**src/fap_pkg.sv**
```systemverilog
// How it works
// RQ1 - id mode returns codes on data_low_byte, not array data
// RQ2 - elevated method: A6 low, A1/A0 pick the id item
// RQ3 - elevated id only while id_voltage_address_line is asserted
// RQ4 - sector on top address bits; 01h protected, 00h unprotected
// RQ5 - id also reachable in-system by the autoselect command sequence
// RQ6 - protected sectors refuse program and erase
// RQ7 - host protects every sector before the first unprotect write cycle; host instead refuses unprotect until its prot record is all ones
// RQ8 - every sector leaves the factory unprotected
// RQ9 - program needs the unlock cycles; lone writes never change the array
// RQ10 - control pulses under 5ns never start a write cycle
// RQ11 - write needs chip select and write strobe low, output enable high
// RQ12 - no command taken during power-up; flash starts in read-array
// RQ13 - reset pin at id level temporarily unprotects sectors
// RQ14 - invalid or out-of-order writes return the flash to read-array
// RQ15 - address taken on the later falling edge of strobe or select
// RQ16 - data taken on the first rising edge of strobe or select
// RQ17 - read-array after power-up and after program or erase ends
// RQ18 - erase-suspend reads: array outside, status inside suspended sectors
// RQ19 - host writes reset after exceeded_limit_flag rises or to leave id mode
// RQ20 - in-system id: maker 00h, device 01h, continuation 03h, protection 02h
// RQ21 - id mode serves any number of reads without a new command
// RQ22 - elevated levels on address line and reset pin are qualifier outputs
package fap_pkg;
  localparam int AW = 18;
  localparam int DW = 16;
  localparam int NSECT = 11;

  typedef enum logic [2:0] {
    OP_READ = 3'h0,
    OP_WRITE = 3'h1,
    OP_RESET = 3'h2,
    OP_AUTOSEL = 3'h3,
    OP_ID = 3'h4,
    OP_PROG = 3'h5,
    OP_UNPROT = 3'h6
  } fap_op_e;

  // register offsets
  localparam logic [7:0] OFF_CTRL = 8'h00;
  localparam logic [7:0] OFF_ADDR = 8'h04;
  localparam logic [7:0] OFF_WDATA = 8'h08;
  localparam logic [7:0] OFF_STATUS = 8'h0C;
  localparam logic [7:0] OFF_RDATA = 8'h10;
  localparam logic [7:0] OFF_PINS = 8'h14;
  localparam logic [7:0] OFF_PROT = 8'h18;

  // field positions
  localparam int CTRL_OP_LSB = 0;
  localparam int CTRL_OP_W = 3;
  localparam int CTRL_HV_BIT = 3;
  localparam int CTRL_SECT_LSB = 8;
  localparam int SECT_W = 4;
  localparam int ST_BUSY = 0;
  localparam int ST_DONE = 1;
  localparam int ST_ERR = 2;
  localparam int ST_REFUSED = 3;
  localparam int ST_EXCEED = 4;
  localparam int PIN_RST_BIT = 0;
  localparam int PIN_UNPROT_BIT = 1;
  localparam int SECT_ADDR_LSB = 12;
  localparam int A6_BIT = 6;
  localparam int A1_BIT = 1;
  localparam int ITEM_W = 2;
  localparam int POLL_BIT = 7;
  localparam int EXCEED_BIT = 5;

  // flash command codes and unlock addresses
  localparam logic [7:0] CMD_UNLOCK1 = 8'hAA;
  localparam logic [7:0] CMD_UNLOCK2 = 8'h55;
  localparam logic [7:0] CMD_AUTOSEL = 8'h90;
  localparam logic [7:0] CMD_PROG = 8'hA0;
  localparam logic [7:0] CMD_RESET = 8'hF0;
  localparam logic [7:0] CMD_UNPROT = 8'h60;
  localparam logic [17:0] UNLOCK_A1 = 18'h00555;
  localparam logic [17:0] UNLOCK_A2 = 18'h002AA;
  localparam logic [1:0] ITEM_PROT = 2'h2;
  localparam logic [7:0] PROT_YES = 8'h01;
  localparam logic [2:0] STEP_LAST_AUTOSEL = 3'h2;
  localparam logic [2:0] STEP_LAST_PROG = 3'h3;

  // timing
  localparam int CLK_NS = 4;
  localparam int T_SETUP_NS = 10;
  localparam int T_WE_NS = 35;
  localparam int T_HOLD_NS = 10;
  localparam int T_ACC_NS = 90;
  localparam int T_REC_NS = 20;
  localparam int T_POWERUP_NS = 50000;
  localparam int SYNC_DEPTH = 2;
  localparam logic [15:0] SETUP_CYC = 16'((T_SETUP_NS + CLK_NS - 1) / CLK_NS);
  localparam logic [15:0] WE_CYC = 16'((T_WE_NS + CLK_NS - 1) / CLK_NS);
  localparam logic [15:0] HOLD_CYC = 16'((T_HOLD_NS + CLK_NS - 1) / CLK_NS);
  localparam logic [15:0] READ_CYC = 16'((T_ACC_NS + CLK_NS - 1) / CLK_NS + SYNC_DEPTH);
  localparam logic [15:0] REC_CYC = 16'((T_REC_NS + CLK_NS - 1) / CLK_NS);
  localparam int POWERUP_CYC = (T_POWERUP_NS + CLK_NS - 1) / CLK_NS;
endpackage

```
**src/fap_cyc_if.sv**
```systemverilog
`timescale 1ns/1ns
`default_nettype none
interface fap_cyc_if #(
  parameter int AW = fap_pkg::AW,
  parameter int DW = fap_pkg::DW
);
  logic req;
  logic wr;
  logic [AW-1:0] addr;
  logic [DW-1:0] wdata;
  logic busy;
  logic done;
  logic [DW-1:0] rdata;
  modport mst (output req, output wr, output addr, output wdata, input busy, input done, input rdata);
  modport eng (input req, input wr, input addr, input wdata, output busy, output done, output rdata);
endinterface
`default_nettype wire

```
**src/fap_cycle_engine.sv**
```systemverilog
`timescale 1ns/1ns
`default_nettype none
module fap_cycle_engine #(
  parameter int AW = fap_pkg::AW,
  parameter int DW = fap_pkg::DW
) (
  // clock and reset
  input wire logic clk_sys,
  input wire logic rst_b,
  // single cycle requests
  fap_cyc_if.eng cyc,
  // flash pins
  output logic flash_ce_b,
  output logic flash_oe_b,
  output logic flash_we_b,
  output logic [AW-1:0] flash_addr,
  input wire logic [DW-1:0] flash_dq_i,
  output logic [DW-1:0] flash_dq_o,
  output logic flash_dq_oe_b
);
  typedef enum logic [5:0] {
    E_IDLE = 6'b000001,
    E_SETUP = 6'b000010,
    E_PULSE = 6'b000100,
    E_HOLD = 6'b001000,
    E_READ = 6'b010000,
    E_REC = 6'b100000
  } fap_eng_st_e;

  typedef struct packed {
    fap_eng_st_e st;
    logic [15:0] cnt;
    logic ce_b;
    logic oe_b;
    logic we_b;
    logic dq_oe_b;
    logic done;
    logic [AW-1:0] addr;
    logic [DW-1:0] dqo;
    logic [DW-1:0] s1;
    logic [DW-1:0] s2;
    logic [DW-1:0] rdata;
  } fap_eng_s;

  localparam fap_eng_s RST = '{st: E_IDLE, ce_b: 1'b1, oe_b: 1'b1, we_b: 1'b1, dq_oe_b: 1'b1, default: '0};

  fap_eng_s q_r;
  fap_eng_s q_nxt;

  always_comb begin
    q_nxt = q_r;
    q_nxt.done = 1'b0;
    // dq comes back asynchronously: two flops before anyone looks
    q_nxt.s1 = flash_dq_i;
    q_nxt.s2 = q_r.s1;
    if (q_r.st != E_IDLE) begin
      q_nxt.cnt = q_r.cnt - 16'h0001;
    end
    case (q_r.st)
      E_IDLE: begin
        if (cyc.req) begin
          q_nxt.addr = cyc.addr;
          q_nxt.dqo = cyc.wdata;
          q_nxt.ce_b = 1'b0;
          if (cyc.wr) begin
            // oe stays high for the whole write [RQ11]
            q_nxt.dq_oe_b = 1'b0;
            q_nxt.cnt = fap_pkg::SETUP_CYC;
            q_nxt.st = E_SETUP;
          end else begin
            q_nxt.oe_b = 1'b0;
            q_nxt.cnt = fap_pkg::READ_CYC;
            q_nxt.st = E_READ;
          end
        end
      end
      E_SETUP: begin
        if (q_r.cnt == 16'h0001) begin
          // we falls after ce, so its edge latches the stable address [RQ15]
          q_nxt.we_b = 1'b0;
          q_nxt.cnt = fap_pkg::WE_CYC;
          q_nxt.st = E_PULSE;
        end
      end
      E_PULSE: begin
        if (q_r.cnt == 16'h0001) begin
          // pulse far wider than a glitch; we rises before ce to latch data [RQ10] [RQ16]
          q_nxt.we_b = 1'b1;
          q_nxt.cnt = fap_pkg::HOLD_CYC;
          q_nxt.st = E_HOLD;
        end
      end
      E_HOLD: begin
        if (q_r.cnt == 16'h0001) begin
          q_nxt.ce_b = 1'b1;
          q_nxt.dq_oe_b = 1'b1;
          q_nxt.cnt = fap_pkg::REC_CYC;
          q_nxt.st = E_REC;
        end
      end
      E_READ: begin
        if (q_r.cnt == 16'h0001) begin
          q_nxt.rdata = q_r.s2;
          q_nxt.oe_b = 1'b1;
          q_nxt.ce_b = 1'b1;
          q_nxt.cnt = fap_pkg::REC_CYC;
          q_nxt.st = E_REC;
        end
      end
      E_REC: begin
        if (q_r.cnt == 16'h0001) begin
          q_nxt.done = 1'b1;
          q_nxt.st = E_IDLE;
        end
      end
      default: q_nxt = RST;
    endcase
  end

  always_ff @(posedge clk_sys or negedge rst_b) begin
    if (!rst_b) begin
      q_r <= RST;
    end else begin
      q_r <= q_nxt;
    end
  end

  assign cyc.busy = (q_r.st != E_IDLE);
  assign cyc.done = q_r.done;
  assign cyc.rdata = q_r.rdata;
  assign flash_ce_b = q_r.ce_b;
  assign flash_oe_b = q_r.oe_b;
  assign flash_we_b = q_r.we_b;
  assign flash_addr = q_r.addr;
  assign flash_dq_o = q_r.dqo;
  assign flash_dq_oe_b = q_r.dq_oe_b;
endmodule // fap_cycle_engine
`default_nettype wire

```
**src/fap_host.sv**
```systemverilog
`timescale 1ns/1ns
`default_nettype none
module fap_host #(
  parameter int AW = fap_pkg::AW,
  parameter int DW = fap_pkg::DW,
  parameter int NSECT = fap_pkg::NSECT,
  parameter int POWERUP_CYC = fap_pkg::POWERUP_CYC
) (
  // clock and reset
  input wire logic clk_sys,
  input wire logic rst_b,
  // ahb-lite slave
  input wire logic hsel,
  input wire logic [31:0] haddr,
  input wire logic [1:0] htrans,
  input wire logic hwrite,
  input wire logic [2:0] hsize,
  input wire logic [31:0] hwdata,
  input wire logic hready,
  output logic hreadyout,
  output logic [31:0] hrdata,
  output logic hresp,
  // flash bus
  output logic flash_ce_b,
  output logic flash_oe_b,
  output logic flash_we_b,
  output logic [AW-1:0] flash_addr,
  input wire logic [DW-1:0] flash_dq_i,
  output logic [DW-1:0] flash_dq_o,
  output logic flash_dq_oe_b,
  // flash reset pin and elevated-level qualifiers
  output logic flash_reset_b,
  output logic id_voltage_address_line,
  output logic reset_id_voltage
);
  typedef enum logic [3:0] {
    S_PWR = 4'b0001,
    S_IDLE = 4'b0010,
    S_ISSUE = 4'b0100,
    S_WAIT = 4'b1000
  } fap_host_st_e;

  typedef struct packed {
    logic last;
    logic wr;
    logic elev;
    logic [AW-1:0] a;
    logic [DW-1:0] d;
  } fap_step_s;

  typedef struct packed {
    fap_host_st_e st;
    logic [15:0] pcnt;
    fap_pkg::fap_op_e op;
    logic hv;
    logic [fap_pkg::SECT_W-1:0] sect;
    logic [AW-1:0] addr;
    logic [DW-1:0] wdata;
    logic [2:0] step;
    logic polling;
    logic recover;
    logic req;
    logic cwr;
    logic celev;
    logic [AW-1:0] caddr;
    logic [DW-1:0] cdata;
    logic [DW-1:0] rdata;
    logic done;
    logic err;
    logic refused;
    logic exceed;
    logic pin_rst;
    logic pin_unprot;
    logic [NSECT-1:0] prot;
    logic pend;
    logic [7:0] paddr;
    logic [31:0] hrdata;
  } fap_host_s;

  localparam fap_host_s RST = '{st: S_PWR, pcnt: 16'(POWERUP_CYC), op: fap_pkg::OP_READ, pin_rst: 1'b1,
                                default: '0};

  // one cycle of a sequence; unlock prefix keeps lone writes off the array
  function automatic fap_step_s fap_step(input fap_pkg::fap_op_e op, input logic [2:0] idx,
                                         input logic [AW-1:0] a, input logic [DW-1:0] d, input logic hv);
    fap_step_s s;
    logic [AW-1:0] ida;
    ida = '0;
    ida[AW-1:fap_pkg::SECT_ADDR_LSB] = a[AW-1:fap_pkg::SECT_ADDR_LSB];
    ida[fap_pkg::ITEM_W-1:0] = a[fap_pkg::ITEM_W-1:0];
    s.last = 1'b1;
    s.wr = 1'b1;
    s.elev = 1'b0;
    s.a = a;
    s.d = d;
    case (op)
      fap_pkg::OP_READ: s.wr = 1'b0;
      fap_pkg::OP_RESET: s.d = DW'(fap_pkg::CMD_RESET); // [RQ19]
      fap_pkg::OP_AUTOSEL, fap_pkg::OP_PROG: begin // [RQ5] [RQ9]
        s.last = (op == fap_pkg::OP_AUTOSEL) ? (idx == fap_pkg::STEP_LAST_AUTOSEL) : (idx == fap_pkg::STEP_LAST_PROG);
        case (idx)
          3'h0: begin
            s.a = AW'(fap_pkg::UNLOCK_A1);
            s.d = DW'(fap_pkg::CMD_UNLOCK1);
          end
          3'h1: begin
            s.a = AW'(fap_pkg::UNLOCK_A2);
            s.d = DW'(fap_pkg::CMD_UNLOCK2);
          end
          3'h2: begin
            s.a = AW'(fap_pkg::UNLOCK_A1);
            s.d = (op == fap_pkg::OP_AUTOSEL) ? DW'(fap_pkg::CMD_AUTOSEL) : DW'(fap_pkg::CMD_PROG);
          end
          default: ;
        endcase
      end
      fap_pkg::OP_ID: begin
        // A6 low, item on A1/A0, sector on top bits [RQ2] [RQ4] [RQ20] [RQ21]
        s.wr = 1'b0;
        s.a = ida;
        s.elev = hv; // [RQ3] [RQ22]
      end
      fap_pkg::OP_UNPROT: begin
        s.a = ida;
        s.a[fap_pkg::A6_BIT] = 1'b1;
        s.a[fap_pkg::A1_BIT] = 1'b1;
        s.d = DW'(fap_pkg::CMD_UNPROT);
        s.elev = hv;
      end
      default: ;
    endcase
    return s;
  endfunction

  fap_host_s q_r;
  fap_host_s q_nxt;
  fap_step_s stp;
  logic [31:0] status;
  logic start_ok;

  fap_cyc_if #(.AW(AW), .DW(DW)) cyc ();

  fap_cycle_engine #(.AW(AW), .DW(DW)) u_eng (
    .clk_sys(clk_sys),
    .rst_b(rst_b),
    .cyc(cyc),
    .flash_ce_b(flash_ce_b),
    .flash_oe_b(flash_oe_b),
    .flash_we_b(flash_we_b),
    .flash_addr(flash_addr),
    .flash_dq_i(flash_dq_i),
    .flash_dq_o(flash_dq_o),
    .flash_dq_oe_b(flash_dq_oe_b)
  );

  always_comb begin
    status = '0;
    status[fap_pkg::ST_BUSY] = (q_r.st != S_IDLE);
    status[fap_pkg::ST_DONE] = q_r.done;
    status[fap_pkg::ST_ERR] = q_r.err;
    status[fap_pkg::ST_REFUSED] = q_r.refused;
    status[fap_pkg::ST_EXCEED] = q_r.exceed;
    stp = fap_step(q_r.op, q_r.step, q_r.addr, q_r.wdata, q_r.hv);
    // unprotect only once every sector is known protected [RQ7]
    start_ok = (fap_pkg::fap_op_e'(hwdata[fap_pkg::CTRL_OP_LSB +: fap_pkg::CTRL_OP_W]) != fap_pkg::OP_UNPROT)
               || (&q_r.prot);
  end

  always_comb begin
    q_nxt = q_r;
    q_nxt.req = 1'b0;
    // ahb address phase: word accesses only
    if (hsel && hready && htrans[1] && (hsize == 3'b010)) begin
      q_nxt.pend = hwrite;
      q_nxt.paddr = haddr[7:0];
      case (haddr[7:0])
        fap_pkg::OFF_CTRL: q_nxt.hrdata = {20'h00000, q_r.sect, 4'h0, q_r.hv, q_r.op};
        fap_pkg::OFF_ADDR: q_nxt.hrdata = {{(32 - AW){1'b0}}, q_r.addr};
        fap_pkg::OFF_WDATA: q_nxt.hrdata = {{(32 - DW){1'b0}}, q_r.wdata};
        fap_pkg::OFF_STATUS: q_nxt.hrdata = status;
        fap_pkg::OFF_RDATA: q_nxt.hrdata = {{(32 - DW){1'b0}}, q_r.rdata};
        fap_pkg::OFF_PINS: q_nxt.hrdata = {30'h00000000, q_r.pin_unprot, q_r.pin_rst};
        fap_pkg::OFF_PROT: q_nxt.hrdata = {{(32 - NSECT){1'b0}}, q_r.prot};
        default: q_nxt.hrdata = '0;
      endcase
    end else begin
      q_nxt.pend = 1'b0;
    end
    // ahb data phase of a write
    if (q_r.pend) begin
      case (q_r.paddr)
        fap_pkg::OFF_CTRL: begin
          if (q_r.st == S_IDLE && start_ok) begin
            q_nxt.op = fap_pkg::fap_op_e'(hwdata[fap_pkg::CTRL_OP_LSB +: fap_pkg::CTRL_OP_W]);
            q_nxt.hv = hwdata[fap_pkg::CTRL_HV_BIT];
            q_nxt.sect = hwdata[fap_pkg::CTRL_SECT_LSB +: fap_pkg::SECT_W];
            q_nxt.step = 3'h0;
            q_nxt.polling = 1'b0;
            q_nxt.recover = 1'b0;
            q_nxt.done = 1'b0;
            q_nxt.err = 1'b0;
            q_nxt.refused = 1'b0;
            q_nxt.exceed = 1'b0;
            q_nxt.st = S_ISSUE;
          end else begin
            q_nxt.refused = 1'b1;
          end
        end
        fap_pkg::OFF_ADDR: q_nxt.addr = hwdata[AW-1:0];
        fap_pkg::OFF_WDATA: q_nxt.wdata = hwdata[DW-1:0];
        fap_pkg::OFF_PINS: begin
          q_nxt.pin_rst = hwdata[fap_pkg::PIN_RST_BIT];
          q_nxt.pin_unprot = hwdata[fap_pkg::PIN_UNPROT_BIT]; // [RQ13] [RQ22]
        end
        fap_pkg::OFF_PROT: q_nxt.prot = hwdata[NSECT-1:0];
        default: ;
      endcase
    end
    // sequencer; its updates come last so hardware wins over software
    case (q_r.st)
      S_PWR: begin
        // flash ignores commands while powering up; start idle on nothing [RQ12] [RQ17]
        q_nxt.pcnt = q_r.pcnt - 16'h0001;
        if (q_r.pcnt == 16'h0000) begin
          q_nxt.st = S_IDLE;
        end
      end
      S_IDLE: ;
      S_ISSUE: begin
        q_nxt.req = 1'b1;
        q_nxt.st = S_WAIT;
        if (q_r.recover) begin
          q_nxt.cwr = 1'b1;
          q_nxt.celev = 1'b0;
          q_nxt.caddr = q_r.addr;
          q_nxt.cdata = DW'(fap_pkg::CMD_RESET); // [RQ19]
        end else if (q_r.polling) begin
          q_nxt.cwr = 1'b0;
          q_nxt.celev = 1'b0;
          q_nxt.caddr = q_r.addr;
        end else begin
          q_nxt.cwr = stp.wr;
          q_nxt.celev = stp.elev;
          q_nxt.caddr = stp.a;
          q_nxt.cdata = stp.d;
        end
      end
      S_WAIT: begin
        if (cyc.done) begin
          q_nxt.st = S_IDLE;
          if (q_r.recover) begin
            q_nxt.err = 1'b1;
            q_nxt.done = 1'b1;
          end else if (q_r.polling) begin
            q_nxt.rdata = cyc.rdata;
            if (cyc.rdata[fap_pkg::POLL_BIT] == q_r.wdata[fap_pkg::POLL_BIT]) begin
              q_nxt.done = 1'b1;
            end else if (cyc.rdata[fap_pkg::EXCEED_BIT]) begin
              // exceeded_limit_flag: only a reset command brings read-array back [RQ19]
              q_nxt.exceed = 1'b1;
              q_nxt.recover = 1'b1;
              q_nxt.st = S_ISSUE;
            end else begin
              q_nxt.st = S_ISSUE;
            end
          end else if (stp.last) begin
            q_nxt.rdata = cyc.rdata;
            if (q_r.op == fap_pkg::OP_PROG) begin
              q_nxt.polling = 1'b1;
              q_nxt.st = S_ISSUE;
            end else begin
              q_nxt.done = 1'b1;
            end
            if (q_r.op == fap_pkg::OP_ID && q_r.addr[fap_pkg::ITEM_W-1:0] == fap_pkg::ITEM_PROT
                && 32'(q_r.sect) < NSECT) begin
              q_nxt.prot[q_r.sect] = (cyc.rdata[7:0] == fap_pkg::PROT_YES); // [RQ4] [RQ1]
            end
          end else begin
            q_nxt.step = q_r.step + 3'h1;
            q_nxt.st = S_ISSUE;
          end
        end
      end
      default: q_nxt = RST;
    endcase
    if (q_nxt.st == S_IDLE) begin
      q_nxt.celev = 1'b0;
    end
  end

  always_ff @(posedge clk_sys or negedge rst_b) begin
    if (!rst_b) begin
      q_r <= RST;
    end else begin
      q_r <= q_nxt;
    end
  end

  assign cyc.req = q_r.req;
  assign cyc.wr = q_r.cwr;
  assign cyc.addr = q_r.caddr;
  assign cyc.wdata = q_r.cdata;
  assign hreadyout = 1'b1;
  assign hresp = 1'b0;
  assign hrdata = q_r.hrdata;
  assign flash_reset_b = q_r.pin_rst;
  assign id_voltage_address_line = q_r.celev;
  assign reset_id_voltage = q_r.pin_unprot;
endmodule // fap_host
`default_nettype wire

```
**config.mk**
```make
export PLATFORM = sky130hd
export DESIGN_NAME = fap_host
export DESIGN_NICKNAME = d
export VERILOG_FILES = /design/src/fap_pkg.sv /design/src/fap_cyc_if.sv /design/src/fap_cycle_engine.sv /design/src/fap_host.sv
export SDC_FILE = /design/constraint.sdc
export NUM_CORES = 1
export LEC_CHECK = 0
export ABC_AREA = 1
export BUFFER_PORTS_ARGS = -buffer_cell sky130_fd_sc_hd__buf_2
export CAP_MARGIN = 20
export CELL_PAD_IN_SITES_DETAIL_PLACEMENT = 1
export CELL_PAD_IN_SITES_GLOBAL_PLACEMENT = 1
export CORE_MARGIN = 3
export CORE_UTILIZATION = 47
export CTS_CLUSTER_DIAMETER = 120
export CTS_CLUSTER_SIZE = 10
export DETAILED_ROUTE_END_ITERATION = 12
export HOLD_SLACK_MARGIN = 0.06
export PLACE_DENSITY_LB_ADDON = 0.12
export SLEW_MARGIN = 20
export SYNTH_ARGS = -nofsm -noshare
export SYNTH_HDL_FRONTEND = slang
export SYNTH_HIERARCHICAL = 1
export SYNTH_SLANG_ARGS = --single-unit
```
**constraint.sdc**
```tcl
create_clock -name clk_sys -period 4.2 [get_ports clk_sys]
set_input_delay 0.21 -clock clk_sys [delete_from_list [all_inputs] [get_ports clk_sys]]
set_output_delay 0.21 -clock clk_sys [all_outputs]
set_load 0.005 [all_outputs]
```
==> qor.yml <==
sta:
  rsz0062_at_grt: "no"
  skew_ns: 0.0117
  post-route-period-util: 0.731
  fmax_ghz: 0.326
  final_max_slew_viol_count: 0
  period_minus_slack_ns: 3.07
  slew_headroom: 0.454
  finalSetupTns_ns: 0
  tightest_slew_ns: 0.817
  final_hold_viol_count: 0
  setup_viol: 0
clock_tree:
  cts.path.max_buffers: 3
  cts_root_buf: "clkbuf_16"
  cts.repair.resized: 0
  cts_tree: "yes"
  cts_max_level: 1
  clk_pin_slew_ns: 0.06
  numCtsBuffers: 31
  cts.sinks: 273
  clk_latency_ns: 0.57
yosys:
  yosysUniqueCellTypes: 55
  synth-adder-area-share: 0.00683
  synth_xor_xnor_area_share: 0.00956
  ys_ff_latch: 273
  synth_top_family_by_area: "simple AND/OR/NAND/NOR gates"
  synth_compound_area_frac: 0.0797
  async_reset_ff_frac: 1.00
  netlist_area_sq_um: 14700
  netlist_instances: 1901
  seq_area_frac_synth: 0.467
  yosys.area_share.simple: 0.313
  synth_ff_type: "dfrtp_1"
  synthMuxAreaShare: 0
  synth_edf_count: 0
  syn_area_per_cell_sq_um: 7.71
  yosysWarnings: 6
floorplan:
  start_util: 0.478
  io_pins: 165
  rows: 64
  core_area_sq_um: 30700
  dieArea_sq_um: 33300
  chipHeight_microns: 183
  fp.dieW_microns: 183
global_route:
  antenna_found_initial: 1
  track_usage: 0.254
  grt_max_degree: 101
  grt_pass1_vias: 13336
  grt_pass1_wl_microns: 68800
  grt-ovfl-total: 0
power_and_ir_drop:
  leakage_nw: 8.24
  report.power.total_mw: 6.00
  vdd_drop_max_mv: 0.346
  p_per_area_nw_per_um2: 372
status:
  status: "complete, no violations"
worst_setup_path:
  critPathLaunchType: "flip-flop"
  end_kind: "flip-flop"
  path_cells: "inv_1, nor2_1, nand2_1, nand2_2, nor2_4, nand2_4, nand2_1, inv_1, o21ai_0"
  cp_max_fo: 24
  worst_ep_required_time_ns: 4.61
  cp_top_family: "simple AND/OR/NAND/NOR gates"
  cpMaxStageDelayCell: "inv_1"
  crit_path_max_incr_delay_ns: 0.67
  path_buf_inv: 2
  worstPathArrival_ns: 3.48
  path_class: "flip-flop to flip-flop"
final_layout:
  mostFrequentLayoutCells: "nand2_1, dfrtp_1, nor2_1, inv_1, nand3_1"
  final_cells: 2389
  drive_above_1_share: 0.141
  area_growth_pct: 10.1
  fillerInstances: 3824
  final_common_cell: "nand2_1"
  final_util: 0.526
  nets: 2066
place:
  dp.cells: 2290
  gp_congestion: 0.868
  dp_hpwl_microns: 30900
  place.port_buffers: 109
drt:
  drtIter0Drc: 627
  first_pass_iters: 4
  ant_nets: 0
  route.detailed.drc: 0
  via_count: 12382
  routedWlPerCell_microns: 17.5
  drt-total-wl_microns: 41800
  viasPerCell: 5.18
run:
  cap_violations: 0
hold_path:
  hp-class: "input port to flip-flop"
area by class of cell:
class                   count  area, sq um  share of cell area
diodes                      1         2.50            0.000155
clock buffers              55          866              0.0536
clock inverters             2         17.5             0.00109
inverters                 208          785              0.0486
multi-input cells        1294         6060               0.375
flip-flops and latches    273         6850               0.424
well taps                 396          495              0.0307
repair buffers            160         1070              0.0661
synth_stat cells (2+ instances only):
master    count  area, sq um
clkbuf_1      8         30.0
xnor2_1       3         26.3
xor2_1       13          114
o22ai_1       8         50.1
o21ai_4       2         32.5
buf_6        10          113
nor4_1        2         12.5
inv_2         8         30.0
nand3_2       6         60.1
or2_0         2         12.5
nor2_2       17          106
ha_1          8          100
or2_2         9         56.3
nand4_1      13         81.3
nand2_1     584         2190
o21ai_2      22          193
dfrtp_1     260         6510
nor2_1      204          766
dfstp_2      13          342
o21ai_0     118          591
nand2_4       5         56.3
o21a_1        2         15.0
o31ai_1       2         15.0
inv_1       197          739
and2_1        2         12.5
nand3_1     155          776
nand3b_1      3         22.5
nor3_1        7         35.0
conb_1        2         7.51
buf_12        2         40.0
nand2_2      25          156
nand3_4       5         87.6
nor2_4        9          101
o211ai_1      3         22.5
o21ai_1      21          105
o21bai_1      2         15.0
clkbuf_2      2         10.0
buf_2        25          125
buf_4        91          683
a21oi_1      16         80.1
per-stage QoR:
| step | cell area (sq um) | hold slack, ns | worst slack (ns) |
|---|---|---|---|
| 2_1_floorplan | 14700 | -0.0856 | 2.43 |
| 3_3_place_gp | 14800 | 0.325 | 1.21 |
| 3_5_place_dp | 14800 | 0.330 | 1.14 |
| 4_1_cts | 16100 | 0.0700 | 1.12 |
| 5_1_grt | 16100 | 0.113 | 0.781 |
| 6_report | 16100 | 0.110 | 1.13 |
timing repair:
action	in CTS	in global routing
hold buffers	41	0
hold endpoints to repair	147	0
buffers inserted	0	0
power by group:
group          leakage, nW  switching, mW  internal (mW)
registers             3.69         0.0786           2.74
logic                 4.14          0.547          0.193
clock network        0.419           1.06           1.38
total                 8.24           1.69           4.32
kinds of logic after synthesis:
| group | after synthesis |
|---|---|
| other cells | 2 |
| flops | 273 |
| simple gates | 1053 |
| buf+inv | 348 |
| fa+ha+maj | 8 |
| compound gates | 201 |
| xor+xnor | 16 |
worst register-to-register path: stages, from the launching register on:
cell	delay (ns)
dfstp_2	0.53
inv_1	0.06
nor2_1	0.08
nand2_1	0.33
nand2_2	0.25
nor2_4	0.11
nand2_4	0.29
nand2_1	0.38
inv_1	0.67
o21ai_0	0.22
final timing paths:
| kind | to | cells past startpoint | slack (ns) | start |
|---|---|---|---|---|
| setup / recovery | hrdata[17] | 9 | 1.13 | q_r[174] |
| hold / removal | q_r[141] | 5 | 0.11 | hwdata[9] |
| setup reg to reg | hrdata[17] | 9 | 1.13 | q_r[174] |
| hold reg to reg | u_eng/cyc.rdata[8] | 2 | 0.47 | u_eng/cyc.rdata[8] |
| max in group asynchronous | q_r[160] | 3 | 2.92 | rst_b |
| min in group asynchronous | u_eng/flash_dq_o[14] | 2 | 0.30 | rst_b |
routing by layer:
layer / routed length [microns] / GRT usage / vias up / part of all wire
met4: 1460 / 0.0856 / 0 / 0.035
met1: 17700 / 0.316 / 6071 / 0.42
met2: 21000 / 0.454 / 256 / 0.50
met5: 0 / 0 / - / 0
met3: 1700 / 0.0327 / 79 / 0.041
li1: - / - / 5976 / -
flip-flops by register name, summed over array words and instances (netlist names):
signal	cells
cyc.addr	18
cyc.req	1
cyc.wdata	16
cyc.wr	1
flash_reset_b	1
hrdata	18
id_voltage_address_line	1
q_r	107
reset_id_voltage	1
u_eng/cyc.done	1
u_eng/cyc.rdata	16
u_eng/flash_addr	18
u_eng/flash_ce_b	1
u_eng/flash_dq_o	16
u_eng/flash_dq_oe_b	1
u_eng/flash_oe_b	1
u_eng/flash_we_b	1
u_eng/q_r	54
Power figures use the tool's default switching activity.
